[config.mk]
export PLATFORM = sky130hd
export DESIGN_NAME = uart_multiproc_address_recog
export DESIGN_NICKNAME = d
export VERILOG_FILES = /design/src/uart_mp_pkg.sv /design/src/uart_multiproc_address_recog.sv
export VERILOG_INCLUDE_DIRS = /design/src
export SDC_FILE = /design/constraint.sdc
export NUM_CORES = 1
export LEC_CHECK = 0
export BUFFER_PORTS_ARGS = -buffer_cell sky130_fd_sc_hd__buf_2
export CAP_MARGIN = 20
export CORE_ASPECT_RATIO = 0.9
export CORE_UTILIZATION = 41
export CTS_CLUSTER_DIAMETER = 80
export DETAILED_ROUTE_END_ITERATION = 12
export GPL_TIMING_DRIVEN = 0
export PLACE_DENSITY = 0.57
export SLEW_MARGIN = 20
export SYNTH_ARGS = -nofsm -noshare
export SYNTH_HDL_FRONTEND = slang
export SYNTH_SLANG_ARGS = --single-unit
[constraint.sdc]
create_clock -name clk_sys_in -period 6.45 [get_ports clk_sys_in]
set_input_delay 0.3225 -clock clk_sys_in [delete_from_list [all_inputs] [get_ports clk_sys_in]]
set_output_delay 0.3225 -clock clk_sys_in [all_outputs]
set_load 0.01 [all_outputs]
[src/uart_mp_consts.svh]
// offsets, field positions, reset values and timing counts of the serial port
`ifndef UART_MP_CONSTS_SVH
`define UART_MP_CONSTS_SVH

// register byte addresses
`define OFS_SERIAL_CONTROL   12'h098
`define OFS_SERIAL_DATA      12'h09C
`define OFS_POWER_CONTROL    12'h080
`define OFS_BAUD_RELOAD      12'h090
`define OFS_IRQ_ENABLE_REG   12'h0A0
`define OFS_SLAVE_ADDR       12'h0A8
`define OFS_SLAVE_MASK       12'h0B8

// serial_control bit positions
`define SC_MODE0_FE          7
`define SC_MODE1             6
`define SC_MULTIPROC         5
`define SC_RX_ENABLE         4
`define SC_TX_NINTH          3
`define SC_RX_NINTH          2
`define SC_TX_DONE           1
`define SC_RX_DONE           0

// power_control and irq_enable_reg bit positions
`define PC_BAUD_DOUBLER      7
`define PC_FRAMING_DETECT    6
`define IE_GLOBAL            7
`define IE_UART              4

// reset values
`define RST_SERIAL_CONTROL   8'h00
`define RST_ADDR_MASK        8'h00
`define RST_BYTE             8'h00

// bit timing in oversample ticks
`define TICKS_ASYNC_LAST     4'hF
`define TICKS_ASYNC_SAMPLE   4'h7
`define TICKS_SHIFT_LAST     4'h5
`define TICKS_SHIFT_SAMPLE   4'h2
`define RELOAD_TOP           10'h100

`endif

[src/uart_mp_pkg.sv]
// types shared by the serial port
package uart_mp_pkg;
  typedef enum logic [1:0] {
    LINE_IDLE = 2'b01,
    LINE_BUSY = 2'b10
  } line_state_e;

  typedef enum logic [1:0] {
    MODE_SHIFT = 2'b00,
    MODE_8BIT  = 2'b01,
    MODE_9FIX  = 2'b10,
    MODE_9VAR  = 2'b11
  } port_mode_e;
endpackage : uart_mp_pkg

[src/uart_multiproc_address_recog.sv]
// serial port with ninth-bit multiprocessor address recognition, apb slave
// Notes on behaviour
// - fixed nine-bit mode runs clock/16 or clock/32
// - multiproc on: ninth bit zero frames dropped
// - ninth bit one: address match sets flags
// - eight-bit mode: stop bit acts as ninth
// - shift mode ignores multiproc enable bit
// - given address: mask zeros are don't care
// - broadcast address: address OR mask, zeros ignored
// - address and mask reset to zero
// - done flags merged; software clears them
// - irq needs uart and global enables
// - bit 7 framing error or mode bit
// - bit 5 enables multiproc and recognition
// - bit 4 gates reception
// - bit 3 sent as ninth bit
// - bit 2 holds received stop/ninth bit
// - bit 1 set after last data bit
// - bit 0 set at end of reception
// - receive flag on ninth or stop bit
// - control register resets to zero
// - framing detect moves receive flag to stop
// - framing error sticky until software clears
//
// Register access over APB was decided locally.
`timescale 1ns/1ps
`include "uart_mp_consts.svh"

module uart_multiproc_address_recog
  import uart_mp_pkg::*;
(
  // clock and reset
  input  wire logic        clk_sys_in,
  input  wire logic        rst_b_in,
  // apb slave
  input  wire logic        psel_in,
  input  wire logic        penable_in,
  input  wire logic        pwrite_in,
  input  wire logic [11:0] paddr_in,
  input  wire logic [31:0] pwdata_in,
  output logic      [31:0] prdata_out,
  output logic             pready_out,
  output logic             pslverr_out,
  // serial line
  input  wire logic        rxd_in,
  output logic             rxd_out,
  output logic             rxd_oe_out,
  output logic             txd_out,
  // interrupt request to core
  output logic             irq_out
);

  // register state
  logic        port_mode_bit0_q, port_mode_bit1_q, multiproc_enable_q, ren_q, tx_ninth_bit_q, rx_ninth_bit_q;
  logic        tx_done_flag_q, rx_done_flag_q, framing_error_flag_q;
  logic        baud_doubler_q, framing_detect_enable_q, global_irq_enable_q, uart_irq_enable_q;
  logic [7:0]  slave_individual_address_q, slave_address_mask_q, reload_q, rx_data_q;
  logic [31:0] prdata_q;
  port_mode_e  mode;

  // bus decode, prescaler and shared timing
  logic        acc_w, setup_r, wr_serial_control, wr_data, mapped, os_tick, is_shift;
  logic [9:0]  div_cnt_q, div_max;
  logic [3:0]  tick_last, tick_sample;

  // receiver
  line_state_e rx_state_q;
  logic        rxd_m_q, rxd_s_q, rxd_p_q, rx_ninth_q, rx_sample, rx_eval, rx_accept, rx_fe_set, rx_last;
  logic [3:0]  rx_cnt_q, rx_bit_q, rx_stop_idx, rx_eval_idx;
  logic [7:0]  rx_sh_q, rx_byte, bcast;
  logic        rx_ninth, mp_active, given_hit, bcast_hit;

  // transmitter
  line_state_e tx_state_q;
  logic [3:0]  tx_cnt_q, tx_bit_q, tx_last_idx, tx_done_idx;
  logic [10:0] tx_sh_q;
  logic        tx_end_bit, tx_set;

  assign mode        = port_mode_e'({port_mode_bit0_q, port_mode_bit1_q});
  assign is_shift    = (mode == MODE_SHIFT);
  assign tick_last   = is_shift ? `TICKS_SHIFT_LAST : `TICKS_ASYNC_LAST;
  assign tick_sample = is_shift ? `TICKS_SHIFT_SAMPLE : `TICKS_ASYNC_SAMPLE;

  // apb setup-phase read and access-phase write strobes; pready is always high so no wait states
  assign acc_w   = psel_in & penable_in & pwrite_in;
  assign setup_r = psel_in & ~penable_in & ~pwrite_in;
  assign wr_serial_control = acc_w & (paddr_in == `OFS_SERIAL_CONTROL);
  assign wr_data = acc_w & (paddr_in == `OFS_SERIAL_DATA);

  // address map check
  always_comb begin
    if (paddr_in == `OFS_SERIAL_CONTROL || paddr_in == `OFS_SERIAL_DATA || paddr_in == `OFS_POWER_CONTROL ||
        paddr_in == `OFS_BAUD_RELOAD || paddr_in == `OFS_IRQ_ENABLE_REG || paddr_in == `OFS_SLAVE_ADDR ||
        paddr_in == `OFS_SLAVE_MASK) begin
      mapped = 1'b1;
    end else begin
      mapped = 1'b0;
    end
  end

  assign pready_out  = 1'b1;
  assign pslverr_out = psel_in & penable_in & ~mapped;
  assign prdata_out  = prdata_q;

  // read data captured in the setup cycle so it comes from a flop
  always_ff @(posedge clk_sys_in) begin
    if (!rst_b_in) begin
      prdata_q <= 32'h0000_0000;
    end else if (setup_r) begin
      if (paddr_in == `OFS_SERIAL_CONTROL) begin
        prdata_q <= {24'h00_0000, framing_detect_enable_q ? framing_error_flag_q : port_mode_bit0_q, port_mode_bit1_q,
                     multiproc_enable_q, ren_q, tx_ninth_bit_q, rx_ninth_bit_q, tx_done_flag_q, rx_done_flag_q};
      end else if (paddr_in == `OFS_SERIAL_DATA) begin
        prdata_q <= {24'h00_0000, rx_data_q};
      end else if (paddr_in == `OFS_POWER_CONTROL) begin
        prdata_q <= {24'h00_0000, baud_doubler_q, framing_detect_enable_q, 6'h00};
      end else if (paddr_in == `OFS_BAUD_RELOAD) begin
        prdata_q <= {24'h00_0000, reload_q};
      end else if (paddr_in == `OFS_IRQ_ENABLE_REG) begin
        prdata_q <= {24'h00_0000, global_irq_enable_q, 2'h0, uart_irq_enable_q, 4'h0};
      end else if (paddr_in == `OFS_SLAVE_ADDR) begin
        prdata_q <= {24'h00_0000, slave_individual_address_q};
      end else if (paddr_in == `OFS_SLAVE_MASK) begin
        prdata_q <= {24'h00_0000, slave_address_mask_q};
      end else begin
        prdata_q <= 32'h0000_0000;
      end
    end
  end

  // serial control: software fields; bit 7 target depends on framing detect
  always_ff @(posedge clk_sys_in) begin
    if (!rst_b_in) begin
      {port_mode_bit0_q, port_mode_bit1_q, multiproc_enable_q, ren_q, tx_ninth_bit_q} <=
        5'(`RST_SERIAL_CONTROL >> 3);
    end else if (wr_serial_control) begin
      port_mode_bit0_q   <= framing_detect_enable_q ? port_mode_bit0_q : pwdata_in[`SC_MODE0_FE];
      port_mode_bit1_q   <= pwdata_in[`SC_MODE1];
      multiproc_enable_q <= pwdata_in[`SC_MULTIPROC];
      ren_q              <= pwdata_in[`SC_RX_ENABLE];
      tx_ninth_bit_q     <= pwdata_in[`SC_TX_NINTH];
    end
  end

  // hardware-set flags; a set in the same cycle as a write wins
  always_ff @(posedge clk_sys_in) begin
    if (!rst_b_in) begin
      rx_done_flag_q       <= 1'b0;
      tx_done_flag_q       <= 1'b0;
      rx_ninth_bit_q       <= 1'b0;
      framing_error_flag_q <= 1'b0;
    end else begin
      rx_done_flag_q <= rx_accept | (wr_serial_control ? pwdata_in[`SC_RX_DONE] : rx_done_flag_q);
      tx_done_flag_q <= tx_set | (wr_serial_control ? pwdata_in[`SC_TX_DONE] : tx_done_flag_q);
      framing_error_flag_q <= rx_fe_set |
        ((wr_serial_control && framing_detect_enable_q) ? pwdata_in[`SC_MODE0_FE] : framing_error_flag_q);
      if (rx_accept && !is_shift) begin
        rx_ninth_bit_q <= rx_ninth;
      end else if (wr_serial_control) begin
        rx_ninth_bit_q <= pwdata_in[`SC_RX_NINTH];
      end
    end
  end

  // power control, reload, irq enables and slave addressing
  always_ff @(posedge clk_sys_in) begin
    if (!rst_b_in) begin
      baud_doubler_q             <= 1'b0;
      framing_detect_enable_q    <= 1'b0;
      global_irq_enable_q        <= 1'b0;
      uart_irq_enable_q          <= 1'b0;
      reload_q                   <= `RST_BYTE;
      slave_individual_address_q <= `RST_ADDR_MASK;
      slave_address_mask_q       <= `RST_ADDR_MASK;
    end else if (acc_w) begin
      if (paddr_in == `OFS_POWER_CONTROL) begin
        baud_doubler_q          <= pwdata_in[`PC_BAUD_DOUBLER];
        framing_detect_enable_q <= pwdata_in[`PC_FRAMING_DETECT];
      end else if (paddr_in == `OFS_BAUD_RELOAD) begin
        reload_q <= pwdata_in[7:0];
      end else if (paddr_in == `OFS_IRQ_ENABLE_REG) begin
        global_irq_enable_q <= pwdata_in[`IE_GLOBAL];
        uart_irq_enable_q   <= pwdata_in[`IE_UART];
      end else if (paddr_in == `OFS_SLAVE_ADDR) begin
        slave_individual_address_q <= pwdata_in[7:0];
      end else if (paddr_in == `OFS_SLAVE_MASK) begin
        slave_address_mask_q <= pwdata_in[7:0];
      end
    end
  end

  // both done flags share one request, gated by both enables
  assign irq_out = (rx_done_flag_q | tx_done_flag_q) & uart_irq_enable_q & global_irq_enable_q;

  // oversample divider: 16 ticks per async bit, 6 clocks per shift bit
  always_comb begin
    if (mode == MODE_9FIX) begin
      div_max = baud_doubler_q ? 10'h000 : 10'h001;
    end else if (is_shift) begin
      div_max = 10'h000;
    end else begin
      div_max = baud_doubler_q ? (`RELOAD_TOP - {2'b00, reload_q} - 10'h001)
                        : (((`RELOAD_TOP - {2'b00, reload_q}) << 1) - 10'h001);
    end
  end

  assign os_tick = (div_cnt_q >= div_max);

  always_ff @(posedge clk_sys_in) begin
    if (!rst_b_in) begin
      div_cnt_q <= 10'h000;
    end else begin
      div_cnt_q <= os_tick ? 10'h000 : div_cnt_q + 10'h001;
    end
  end

  // two-flop synchroniser on the receive pin, then an edge history flop
  always_ff @(posedge clk_sys_in) begin
    if (!rst_b_in) begin
      {rxd_m_q, rxd_s_q, rxd_p_q} <= 3'b111; // idle line level, so no false start edge
    end else begin
      rxd_m_q <= rxd_in;
      rxd_s_q <= rxd_m_q;
      rxd_p_q <= rxd_s_q;
    end
  end

  // address recognition: given and broadcast forms
  assign bcast     = slave_individual_address_q | slave_address_mask_q;
  assign given_hit = ((rx_byte ^ slave_individual_address_q) & slave_address_mask_q) == 8'h00;
  assign bcast_hit = ((rx_byte ^ bcast) & bcast) == 8'h00;
  assign mp_active = multiproc_enable_q & ~is_shift;

  // sample point, bit indices and frame decision
  assign rx_sample   = (rx_state_q == LINE_BUSY) & os_tick & (rx_cnt_q == tick_sample);
  assign rx_stop_idx = (mode == MODE_8BIT) ? 4'h9 : 4'hA;
  // eight-bit mode decides on the stop bit since it serves as ninth bit
  assign rx_eval_idx = is_shift ? 4'h7 : ((mode == MODE_8BIT || framing_detect_enable_q) ? rx_stop_idx : 4'h9);
  assign rx_last     = rx_sample & (rx_bit_q == (is_shift ? 4'h7 : rx_stop_idx));
  assign rx_eval     = rx_sample & (rx_bit_q == rx_eval_idx);
  assign rx_byte     = is_shift ? {rxd_s_q, rx_sh_q[7:1]} : rx_sh_q;
  assign rx_ninth    = (rx_bit_q == 4'hA) ? rx_ninth_q : rxd_s_q;
  // ninth bit zero is dropped when multiproc is on, kept when off
  assign rx_accept   = rx_eval & (~mp_active | (rx_ninth & (given_hit | bcast_hit)));
  assign rx_fe_set   = rx_sample & ~is_shift & framing_detect_enable_q & (rx_bit_q == rx_stop_idx) & ~rxd_s_q;

  // receiver sequencer
  always_ff @(posedge clk_sys_in) begin
    if (!rst_b_in) begin
      rx_state_q <= LINE_IDLE;
      rx_cnt_q   <= 4'h0;
      rx_bit_q   <= 4'h0;
      rx_sh_q    <= 8'h00;
      rx_ninth_q <= 1'b0;
    end else begin
      case (rx_state_q)
        LINE_IDLE: begin
          rx_cnt_q <= 4'h0;
          rx_bit_q <= 4'h0;
          // shift mode clocks a byte in while enabled, flag clear and transmitter idle
          if (ren_q && ((is_shift && !rx_done_flag_q && tx_state_q == LINE_IDLE) ||
                        (!is_shift && rxd_p_q && !rxd_s_q))) begin
            rx_state_q <= LINE_BUSY;
          end
        end
        LINE_BUSY: begin
          if (!ren_q) begin
            rx_state_q <= LINE_IDLE;
          end else if (os_tick) begin
            rx_cnt_q <= (rx_cnt_q == tick_last) ? 4'h0 : rx_cnt_q + 4'h1;
            if (rx_cnt_q == tick_last) begin
              rx_bit_q <= rx_bit_q + 4'h1;
            end
            if (rx_sample) begin
              if (!is_shift && rx_bit_q == 4'h0 && rxd_s_q) begin
                rx_state_q <= LINE_IDLE; // glitch, not a start bit
              end else if (is_shift || (rx_bit_q >= 4'h1 && rx_bit_q <= 4'h8)) begin
                rx_sh_q <= {rxd_s_q, rx_sh_q[7:1]};
              end else if (rx_bit_q == 4'h9) begin
                rx_ninth_q <= rxd_s_q;
              end
              if (rx_last) begin
                rx_state_q <= LINE_IDLE;
              end
            end
          end
        end
        default: begin
          rx_state_q <= LINE_IDLE;
        end
      endcase
    end
  end

  // received byte kept only for accepted frames
  always_ff @(posedge clk_sys_in) begin
    if (!rst_b_in) begin
      rx_data_q <= `RST_BYTE;
    end else if (rx_accept) begin
      rx_data_q <= rx_byte;
    end
  end

  // transmit frame lengths: TI rises at the end of the last data bit
  assign tx_last_idx = is_shift ? 4'h7 : ((mode == MODE_8BIT) ? 4'h9 : 4'hA);
  assign tx_done_idx = is_shift ? 4'h7 : ((mode == MODE_8BIT) ? 4'h8 : 4'h9);
  assign tx_end_bit  = (tx_state_q == LINE_BUSY) & os_tick & (tx_cnt_q == tick_last);
  assign tx_set      = tx_end_bit & (tx_bit_q == tx_done_idx);

  // transmitter; a write while busy is dropped
  always_ff @(posedge clk_sys_in) begin
    if (!rst_b_in) begin
      tx_state_q <= LINE_IDLE;
      tx_cnt_q   <= 4'h0;
      tx_bit_q   <= 4'h0;
      tx_sh_q    <= 11'h7FF;
    end else begin
      case (tx_state_q)
        LINE_IDLE: begin
          tx_cnt_q <= 4'h0;
          tx_bit_q <= 4'h0;
          if (wr_data) begin
            tx_state_q <= LINE_BUSY;
            if (is_shift) begin
              tx_sh_q <= {3'h7, pwdata_in[7:0]};
            end else if (mode == MODE_8BIT) begin
              tx_sh_q <= {2'h3, pwdata_in[7:0], 1'b0};
            end else begin
              tx_sh_q <= {1'b1, tx_ninth_bit_q, pwdata_in[7:0], 1'b0};
            end
          end
        end
        LINE_BUSY: begin
          if (os_tick) begin
            tx_cnt_q <= (tx_cnt_q == tick_last) ? 4'h0 : tx_cnt_q + 4'h1;
          end
          if (tx_end_bit) begin
            tx_sh_q  <= {1'b1, tx_sh_q[10:1]};
            tx_bit_q <= tx_bit_q + 4'h1;
            if (tx_bit_q == tx_last_idx) begin
              tx_state_q <= LINE_IDLE;
            end
          end
        end
        default: begin
          tx_state_q <= LINE_IDLE;
        end
      endcase
    end
  end

  // registered pins; shift mode drives data on rxd and clock on txd
  always_ff @(posedge clk_sys_in) begin
    if (!rst_b_in) begin
      {txd_out, rxd_out, rxd_oe_out} <= 3'b110;
    end else if (is_shift) begin
      txd_out    <= ~((tx_state_q == LINE_BUSY || rx_state_q == LINE_BUSY) && tx_cnt_q <= tick_sample &&
                      rx_cnt_q <= tick_sample);
      rxd_out    <= tx_sh_q[0];
      rxd_oe_out <= (tx_state_q == LINE_BUSY);
    end else begin
      txd_out    <= (tx_state_q == LINE_BUSY) ? tx_sh_q[0] : 1'b1;
      rxd_out    <= 1'b1;
      rxd_oe_out <= 1'b0;
    end
  end

endmodule : uart_multiproc_address_recog

Word level (Yosys, flattened, before mapping)
Index checks and enable logic that the tools add are counted.
Cells by class
  $add $sub $neg: 8
  order comparisons: 5
  equality and inequality tests: 34
  multiplexer cells: 59
  bitwise gates (word level): 49
  reductions and logical operators: 49
Operators by type and width (count)
  == test 12 x 8 -> 1 bit, second input constant: 7
  2-to-1 mux 8 bit: 8
  2-to-1 mux 4 bit: 14
  2-to-1 mux 10 bit: 5
  one-hot mux 4 bit (2 select lines): 4
  == test 4 bit: 7
  AND 1 bit: 23
  2-to-1 mux 11 bit: 2
  one-hot mux 11 bit (2 select lines): 1
  2-to-1 mux 2 bit: 10
  subtractor 10 x 1 -> 10 bit, second input constant: 2
  adder 4 x 1 -> 4 bit, second input constant: 4
  AND 8 bit: 2
  logical NOT 8 bit: 2
  bitwise XOR 8 bit: 2
  NOT 1 bit: 15
  logical AND 1 bit: 12
  2-to-1 mux 1 bit: 12
  != test 2 bit, second input constant: 6
  AND reduction 3 bit: 4
  AND reduction 4 bit: 3
  AND reduction 6 bit: 2
  adder 10 x 1 -> 10 bit, second input constant: 1
  >= comparator 10 bit: 1
  other kinds (24): 55
Word-level totals
  bits in registers: 133
  input port bits: 50
  output and inout port bits: 38
  word-level logic and storage cells: 238

Depth between registers and ports, before layout
Gate-level depths: netlist (run 1).
  word-level depth: 14
  gate-level depth with buffers: 19
  mapped depth without buffers: 17

Least setup slack after synthesis (run 1)
Ideal clock, no wire load.
  path type: register -> register
  from: reg reload_q[0]
  to: reg rx_bit_q[0]
  data arrival time: 3658 ps
  slack: 2727 ps
  cell stages (with the launch flop): 18
  path buffers: 2
  cells stage by stage: dfxtp_1 or3_1 clkbuf_1 o31ai_1 o21ai_1 nor3_1 xnor2_1 nor2_1 o21ai_1 ha_1 a211oi_1 nor2_1 nor3_1 or3_1 clkbuf_1 nor2_1 mux2_1 nor2_1
Between the ends
  word-level cells in the longest chain between the ends: 8
  elaborated cells on any way between the ends: 9
  those cells by class: 3 x add/sub; 1 x order compare; 1 x eq/ne; 3 x mux; 1 x reduce/logical
RTL lines
  from (decl): RTL line uart_multiproc_address_recog.sv:57  | logic [7:0] slave_individual_address_q, slave_address_mask_q, reload_q, rx_data_q;
  from (signal assigned): RTL line uart_multiproc_address_recog.sv:172  | reload_q <= `RST_BYTE;
  from (signal assigned): RTL line uart_multiproc_address_recog.sv:180  | reload_q <= pwdata_in[7:0];
  subtractor 9 x 8 -> 10 bit (no source line) (*)
  subtractor 10 x 1 -> 10 bit, on equally long branches
  2-to-1 mux 10 bit (*): RTL line uart_multiproc_address_recog.sv:202  | div_max = baud_doubler_q ? (`RELOAD_TOP - {2'b00, reload_q} - 10'h001)
  2-to-1 mux 10 bit (*): RTL line uart_multiproc_address_recog.sv:199  | end else if (is_shift) begin
  2-to-1 mux 10 bit (*): RTL line uart_multiproc_address_recog.sv:197  | if (mode == MODE_9FIX) begin
  >= comparator 10 bit (*): RTL line uart_multiproc_address_recog.sv:207  | assign os_tick = (div_cnt_q >= div_max);
  != test 2 bit (no source line) (*)
  AND reduction 4 bit (no source line) (*)
  to (signal assigned): RTL line uart_multiproc_address_recog.sv:272  | rx_bit_q <= rx_bit_q + 4'h1;
  to (decl): RTL line uart_multiproc_address_recog.sv:69  | logic [3:0] rx_cnt_q, rx_bit_q, rx_stop_idx, rx_eval_idx;
Mark *: on every way between the ends. The rest lies on a longest branch, timed or not.
A chain may end at the register's enable or synchronous reset.

Final worst setup path (run 1)
  from: reg reload_q[0]
  to: reg div_cnt_q[8]
Between the ends
  word-level cells in the longest chain between the ends: 7
  elaborated cells on any way between the ends: 8
  those cells by class: 3 x add/sub; 1 x order compare; 3 x mux; 1 x reduce/logical
RTL lines
  subtractor 9 x 8 -> 10 bit (no source line) (*)
  subtractor 10 x 1 -> 10 bit, on equally long branches
  2-to-1 mux 10 bit (*): RTL line uart_multiproc_address_recog.sv:202
  2-to-1 mux 10 bit (*): RTL line uart_multiproc_address_recog.sv:199
  2-to-1 mux 10 bit (*): RTL line uart_multiproc_address_recog.sv:197
  >= comparator 10 bit (*): RTL line uart_multiproc_address_recog.sv:207
  OR reduction 2 bit (no source line) (*)
  to (signal assigned): RTL line uart_multiproc_address_recog.sv:213  | div_cnt_q <= os_tick ? 10'h000 : div_cnt_q + 10'h001;
  to (decl): RTL line uart_multiproc_address_recog.sv:63  | logic [9:0] div_cnt_q, div_max;
Marks and branches as above.

==> results of run 1 <==
## cell families after synthesis
group / count (synthesis)
adders and majority gates: 24
DFF: 108
other: 2
xor gates and xnor gates: 27
AOI/OAI and AO/OA: 176
and+or+nand+nor: 318
muxes: 66
buffers and inverters: 98
## metal layers
| layer | routed length (um) | global-route usage |
|---|---|---|
| met1 | 9112 | 0.3283 |
| met4 | 213 | 0.05548 |
| met2 | 8074 | 0.3653 |
| met5 | 0 | 0 |
| met3 | 847 | 0.04261 |
## power breakdown
part	internal, mW	leakage [nW]	switching, mW
clock network	0.258	0.120	0.251
registers	0.669	0.872	0.00166
logic	0.0272	1.90	0.0494
## worst paths after layout
kind / endpoint / slack, ns / depth (start not counted)
hold reg to reg: rxd_s_q$_SDFF_PN1_ / 0.44 / 1
hold / removal: rxd_m_q$_SDFF_PN1_ / 0.14 / 2
setup reg to reg: div_cnt_q[8]$_SDFF_PP0_ / 1.72 / 18
setup / recovery: div_cnt_q[8]$_SDFF_PP0_ / 1.72 / 18
## critical path, delay by kind of cell (launching register included)
kind	cells	cell delay (ns)
compound gates	4	0.90
xor+xnor	2	0.34
simple gates	7	1.80
buf+inv	3	0.59
fa+ha+maj	2	0.52
flops	1	0.51
## sequential cells by signal, summed over array words and instances (netlist names), 4 cells and up
signal	count
prdata_out	8
tx_sh_q	10
rx_cnt_q	4
rx_sh_q	8
tx_cnt_q	4
slave_individual_address_q	8
tx_bit_q	4
slave_address_mask_q	8
rx_data_q	8
div_cnt_q	10
rx_bit_q	4
reload_q	8
## cells in the mapped netlist (16+ instances only)
cell and instances:
sky130_fd_sc_hd__dfxtp_1 108, sky130_fd_sc_hd__nand2_1 104, sky130_fd_sc_hd__nor2_1 94, sky130_fd_sc_hd__mux2i_1 60
sky130_fd_sc_hd__a21oi_1 56, sky130_fd_sc_hd__clkbuf_1 35, sky130_fd_sc_hd__o21ai_0 35, sky130_fd_sc_hd__buf_4 27
sky130_fd_sc_hd__ha_1 24, sky130_fd_sc_hd__nand3_1 24, sky130_fd_sc_hd__inv_1 20, sky130_fd_sc_hd__nand2b_1 17
sky130_fd_sc_hd__xnor2_1 16
## through the flow
| stage | std cells | hold slack (ns) |
|---|---|---|
| after floorplan | 842 | 0.3863 |
| after global placement | 1078 | 0.4166 |
| after detailed placement | 1078 | 0.4220 |
| after CTS | 1092 | 0.1327 |
| after global routing | 1092 | 0.1382 |
| final | 1092 | 0.1429 |
## area by class of cell
type / instances / area [um^2]
inverter: 23 / 88.84
timing repair buffer: 34 / 170.2
buffer: 75 / 407.9
clock inverter: 4 / 28.78
clock buffer: 10 / 229.0
sequential: 108 / 2162
multi-input combinational: 636 / 3915
fill: 1570 / 8187
tap: 202 / 252.7
==> results.md, run 1 <==
| Parameter | This run | Unit |
| --- | --- | --- |
| Run status | completed | - |
| Accumulated negative setup slack | 0 | ns |
| Critical-path cell list | inv_1 -> ha_1 -> xnor2_1 -> o31ai_1 -> o21ai_1 -> nor3_1 -> xnor2_1 -> nor2_1 -> o21ai_1 -> ha_1 -> a211oi_1 -> nor2_1 -> nor3_1 -> or2_1 -> buf_2 -> buf_2 -> nand2_1 -> nor2_1 | - |
| Stage delay of the slowest cell on the critical path | 0.70 | ns |
| Count of cell types in the netlist | 74 | - |
| Most used cells in the layout excluding fill and tap cells | sky130_fd_sc_hd__dfxtp_1, sky130_fd_sc_hd__nand2_1, sky130_fd_sc_hd__nor2_1 | - |
| CTS HTree Levels | 3 | - |
| Sequential element share of the synthesized area | 0.3333 | - |
| Post-route clock period utilization | 0.7333 | - |
| Warnings, synthesis | 0 | - |
| Max-Slew Margin vs Limit | 0.4099 | - |
| Number of antenna cells inserted | 0 | - |
| Synth Instances | 819 | - |
| Total congestion overflow | 0 | - |
| Reg2reg start | reload_q[0]$_SDFFE_PN0P_ | - |
| Port Buffer Count | 34 | - |
| Critical path's most frequent cell | sky130_fd_sc_hd__nor2_1 | - |
| Transition time of the tightest slew-check pin | 0.8771 | ns |
| Multiplexer fraction of the synthesized cell area | 0.1051 | - |
| Antenna viol nets, final | 0 | - |
| CTS hold repair buffers | 0 | - |
| Maximum clock skew at final layout | 0.01061 | ns |
| Type of element capturing the critical path | flip-flop | - |
| Largest net degree at the start of global routing | 17 | - |
| Power Density | 173.3 | mW/mm^2 |
| Number of storage elements in the synthesis netlist | 108 | - |
| Number of antenna violations at the first check in global routing | 0 | - |
| Compound-Gate Fraction of Synth Area | 0.1682 | - |
| Setup slack after placement | 1.736 | ns |
| Total global-route track usage | 0.2328 | - |
| Final count of hold timing violations | 0 | - |
| Slowest stage cell on the critical path | sky130_fd_sc_hd__nor3_1 | - |
| Final-stage net count | 961 | - |
| Overall die area | 0.01633 | mm^2 |
| Most common flop cell mapped by yosys | sky130_fd_sc_hd__dfxtp_1 | - |
| Total detailed-routing wirelength | 18250 | um |
| Post-synth EDFFs | 0 | - |
| Maximum vdd drop | 0.1251 | mV |
| Worst Path Required | 6.74 | ns |
| F_max | 211.4 | MHz |
| Crit start category | flip-flop | - |
| DR pass1 iterations | 5 | - |
| Synthesized area per cell | 7.921 | um^2 |
| Number of top-level pins | 88 | - |
| Area share of xor/xnor cells in the synthesized design | 0.03645 | - |
| Leakage power figure | 2.894 | nW |
| Area share of and/or/nand/nor cells after synthesis | 0.2330 | - |
| TritonCTS buffer count | 9 | - |
| Drt first-iter violations | 557 | - |
| Buffer count from post-CTS setup fixing | 0 | - |
| Placement row count | 43 | - |
| Setup slack of the critical path after layout | 1.720 | ns |
| Min-Delay Startpoint | rxd_in | - |
| Clock Tree Buf Depth | 2 | - |
| Max-cap check violation count | 0 | - |
| Post-synthesis adder-cell area fraction | 0.04629 | - |
| Time the worst path needs with I/O delays and setup | 4.730 | ns |
| Worst-Skew Late Latency | 0.36 | ns |
| Final count of negative-setup-slack endpoints | 0 | - |
| Top cell type by total area after synthesis | sky130_fd_sc_hd__dfxtp_1 | - |
| Cell area after placement | 0.006997 | mm^2 |
| Critical path data arrival time | 5.02 | ns |
| Type of the worst setup path | reg2reg | - |
| TritonCTS sink count | 108 | - |
| Clock Tree Root | sky130_fd_sc_hd__clkbuf_16 | - |
| Worst setup startpoint | reload_q[0]$_SDFFE_PN0P_ | - |
| Share of layout cells above drive strength 1 | 0.1124 | - |
| Commonest non-fill, non-tap cell in the layout | sky130_fd_sc_hd__dfxtp_1 | - |
| Final count of pins violating max slew | 0 | - |
| Remaining design rule violation count | 0 | - |
| Layout Area Growth over Synthesis | 11.82 | % |
| Maximum fanout along the worst path | 10 | - |
| Classification of the worst-slack hold path | in2reg | - |
| Global-route wire length before repair | 28950 | um |
| Final Instance Area | 0.007254 | mm^2 |
| Die width | 134.6 | um |
| Clock tree from TritonCTS | done | - |
| Vias per inst | 5.288 | - |
| Quantity of gates resized following cts | 0 | - |
| Via count of the first global-routing pass | 5282 | - |
| Starting density of the core | 0.4201 | - |
| Share of the core filled with cells | 0.4698 | - |
| Largest family of logic cells by synthesized area | simple AND/OR/NAND/NOR gates | - |
| Detailed placement HPWL | 13550 | um |
| Area contributors post-synth | sky130_fd_sc_hd__dfxtp_1, sky130_fd_sc_hd__mux2i_1, sky130_fd_sc_hd__nand2_1 | - |
| RSZ-0062 raised after global routing | false | - |
| Overall power after layout | 1.257 | mW |
| Drt wl/cell | 16.71 | um |
| Total via count after detailed routing | 5774 | - |
| Area share of the largest cell type after synthesis | 0.3333 | - |
| Clk slew on worst S/H paths | 0.08 | ns |
| Netlist Area Pre-Place | 0.006487 | mm^2 |
| Die height | 121.3 | um |
| Placeable Area | 0.01544 | mm^2 |
| FFs w/ async S/R, synth | 0 | - |
| Global placer's final weighted congestion | 0.9007 | - |
Power figures use the tool's default switching activity.
==> inputs of run 2 (changes only) <==
- clock period: 6.45 -> 4.7 ns (I/O delays scaled with it)
==> results.md, run 2 (same netlist as run 1, synthesis figures left out) <==
| Parameter | This run | Unit |
| --- | --- | --- |
| Detailed placement HPWL | 13550 | um |
| Final count of pins violating max slew | 0 | - |
| F_max | 231.9 | MHz |
| Critical path data arrival time | 4.54 | ns |
| Time the worst path needs with I/O delays and setup | 4.313 | ns |
| Via count of the first global-routing pass | 5282 | - |
| Min-Delay Startpoint | rxd_in | - |
| Worst reg2reg setup slack | 0.39 | ns |
| Total via count after detailed routing | 5788 | - |
| Vias per inst | 5.300 | - |
| CTS HTree Levels | 3 | - |
| Total instance count after detailed placement | 1078 | - |
| Count of filler cells inserted in the layout | 1570 | - |
| Port Buffer Count | 34 | - |
| Clock tree from TritonCTS | done | - |
| Classification of the worst-slack hold path | in2reg | - |
| Transition time of the tightest slew-check pin | 0.8447 | ns |
| Clock Tree Root | sky130_fd_sc_hd__clkbuf_16 | - |
| Stage delay of the slowest cell on the critical path | 0.49 | ns |
| Maximum fanout along the worst path | 10 | - |
| Total congestion overflow | 0 | - |
| Leakage power figure | 2.894 | nW |
| Drt first-iter violations | 557 | - |
| Final count of negative-setup-slack endpoints | 0 | - |
| Placeable Area | 0.01544 | mm^2 |
| Drt wl/cell | 16.69 | um |
| Max-Slew Margin vs Limit | 0.4369 | - |
| Antenna viol nets, final | 0 | - |
| Clk slew on worst S/H paths | 0.07 | ns |
| Maximum vdd drop | 0.1714 | mV |
| Post-route clock period utilization | 0.9176 | - |
| Most used cells in the layout excluding fill and tap cells | sky130_fd_sc_hd__dfxtp_1, sky130_fd_sc_hd__nand2_1, sky130_fd_sc_hd__nor2_1 | - |
| Registers with the most flip-flops | div_cnt_q: 10 flops, tx_sh_q: 10 flops | - |
| Largest net degree at the start of global routing | 17 | - |
| Die width | 134.6 | um |
| Buffer count from post-CTS setup fixing | 0 | - |
| Type of the worst setup path | reg2reg | - |
| Slowest stage cell on the critical path | sky130_fd_sc_hd__dfxtp_1 | - |
| Total detailed-routing wirelength | 18220 | um |
| RSZ-0062 raised after global routing | false | - |
| Number of antenna violations at the first check in global routing | 0 | - |
| Commonest non-fill, non-tap cell in the layout | sky130_fd_sc_hd__dfxtp_1 | - |
| Power Density | 237.0 | mW/mm^2 |
| Share of the core filled with cells | 0.4710 | - |
| Worst Path Required | 4.92 | ns |
| Share of layout cells above drive strength 1 | 0.1169 | - |
| DR pass1 iterations | 5 | - |
| TritonCTS buffer count | 9 | - |
| TritonCTS sink count | 108 | - |
| Non-filler instance count after layout | 1092 | - |
| Total global-route track usage | 0.2326 | - |
| Global-route wire length before repair | 28920 | um |
| Worst-Skew Late Latency | 0.36 | ns |
| Clock Tree Buf Depth | 2 | - |
| Run status | completed | - |
| Type of element capturing the critical path | flip-flop | - |
| Critical path's most frequent cell | sky130_fd_sc_hd__nor2_1 | - |
| Placement row count | 43 | - |
| Reg2reg start | reload_q[1]$_SDFFE_PN0P_ | - |
| Starting density of the core | 0.4201 | - |
| Worst setup startpoint | reload_q[1]$_SDFFE_PN0P_ | - |
| Number of top-level pins | 88 | - |
| Overall die area | 0.01633 | mm^2 |
| Overall power after layout | 1.724 | mW |
| Maximum clock skew at final layout | 0.008255 | ns |
| Max-cap check violation count | 0 | - |
| Layout Area Growth over Synthesis | 12.11 | % |
| Critical-path cell list | inv_1 -> ha_1 -> xnor2_1 -> o31ai_1 -> o21ai_1 -> nor3_1 -> xnor2_1 -> nor2_1 -> o21ai_1 -> ha_1 -> a211oi_1 -> nor2_1 -> nor3_4 -> or2_1 -> buf_2 -> buf_2 -> o41ai_1 -> a22oi_1 -> nor2_1 | - |
| Die height | 121.3 | um |
| Final-stage net count | 961 | - |
| Global placer's final weighted congestion | 0.9007 | - |
| Crit start category | flip-flop | - |
| Number of antenna cells inserted | 0 | - |
| Remaining design rule violation count | 0 | - |
| Final count of hold timing violations | 0 | - |
==> run 2: layout make-up <==
type	count	area [um^2]	share of cell area
timing repair buffer	34	170.2	0.02340
clock inverter	4	28.78	0.003957
inverter	23	88.84	0.01221
tap	202	252.7	0.03475
sequential	108	2163	0.2974
clock buffer	10	229.0	0.03148
multi-input combinational	636	3933	0.5407
buffer	75	407.9	0.05608
==> run 2: worst paths after layout <==
check | end | cells past startpoint
min | rxd_m_q$_SDFF_PN1_ | 2
max | tx_cnt_q[1]$_SDFFE_PN0P_ | 19
max reg2reg | tx_cnt_q[1]$_SDFFE_PN0P_ | 19
min reg2reg | rxd_s_q$_SDFF_PN1_ | 1
==> run 2: power breakdown <==
group / switching (mW) / internal, mW
combinational: 0.0681 / 0.0374
sequential: 0.00227 / 0.919
clock: 0.343 / 0.354
total: 0.414 / 1.31
==> run 2: critical path, delay by kind of cell (launching register included) <==
kind	cells	cell delay, ns
compound gates	6	1.22
simple gates	6	1.05
buf+inv	3	0.57
fa+ha+maj	2	0.50
flops	1	0.49
xor+xnor	2	0.34
==> run 2: through the flow <==
stage,cell area [um^2],setup TNS (ns),setup WS (ns),hold slack [ns]
after floorplan,6574,0,0.9773,0.3365
after global placement,6997,-0.1633,-0.02502,0.4165
after detailed placement,6997,-0.02843,-0.01395,0.4199
after CTS,7259,0,0.1472,0.04515
after global routing,7273,0,0.008514,0.05072
final,7273,0,0.3871,0.05458
==> run 2: layer usage <==
metal	vias to the layer above	GRT usage	routed length [um]
li1	2957	-	-
met1	2667	0.3277	8936
met2	147	0.3653	7994
met3	17	0.04261	1072
met4	0	0.05548	219
met5	-	0	0
==> run 2: what timing repair did <==
action / in CTS / in global routing
resized for setup: 1 / 4
setup endpoints to repair: 19 / 48
pin swaps: 0 / 1
hold buffers: 0 / 0
endpoints found under the hold margin: 0 / 0
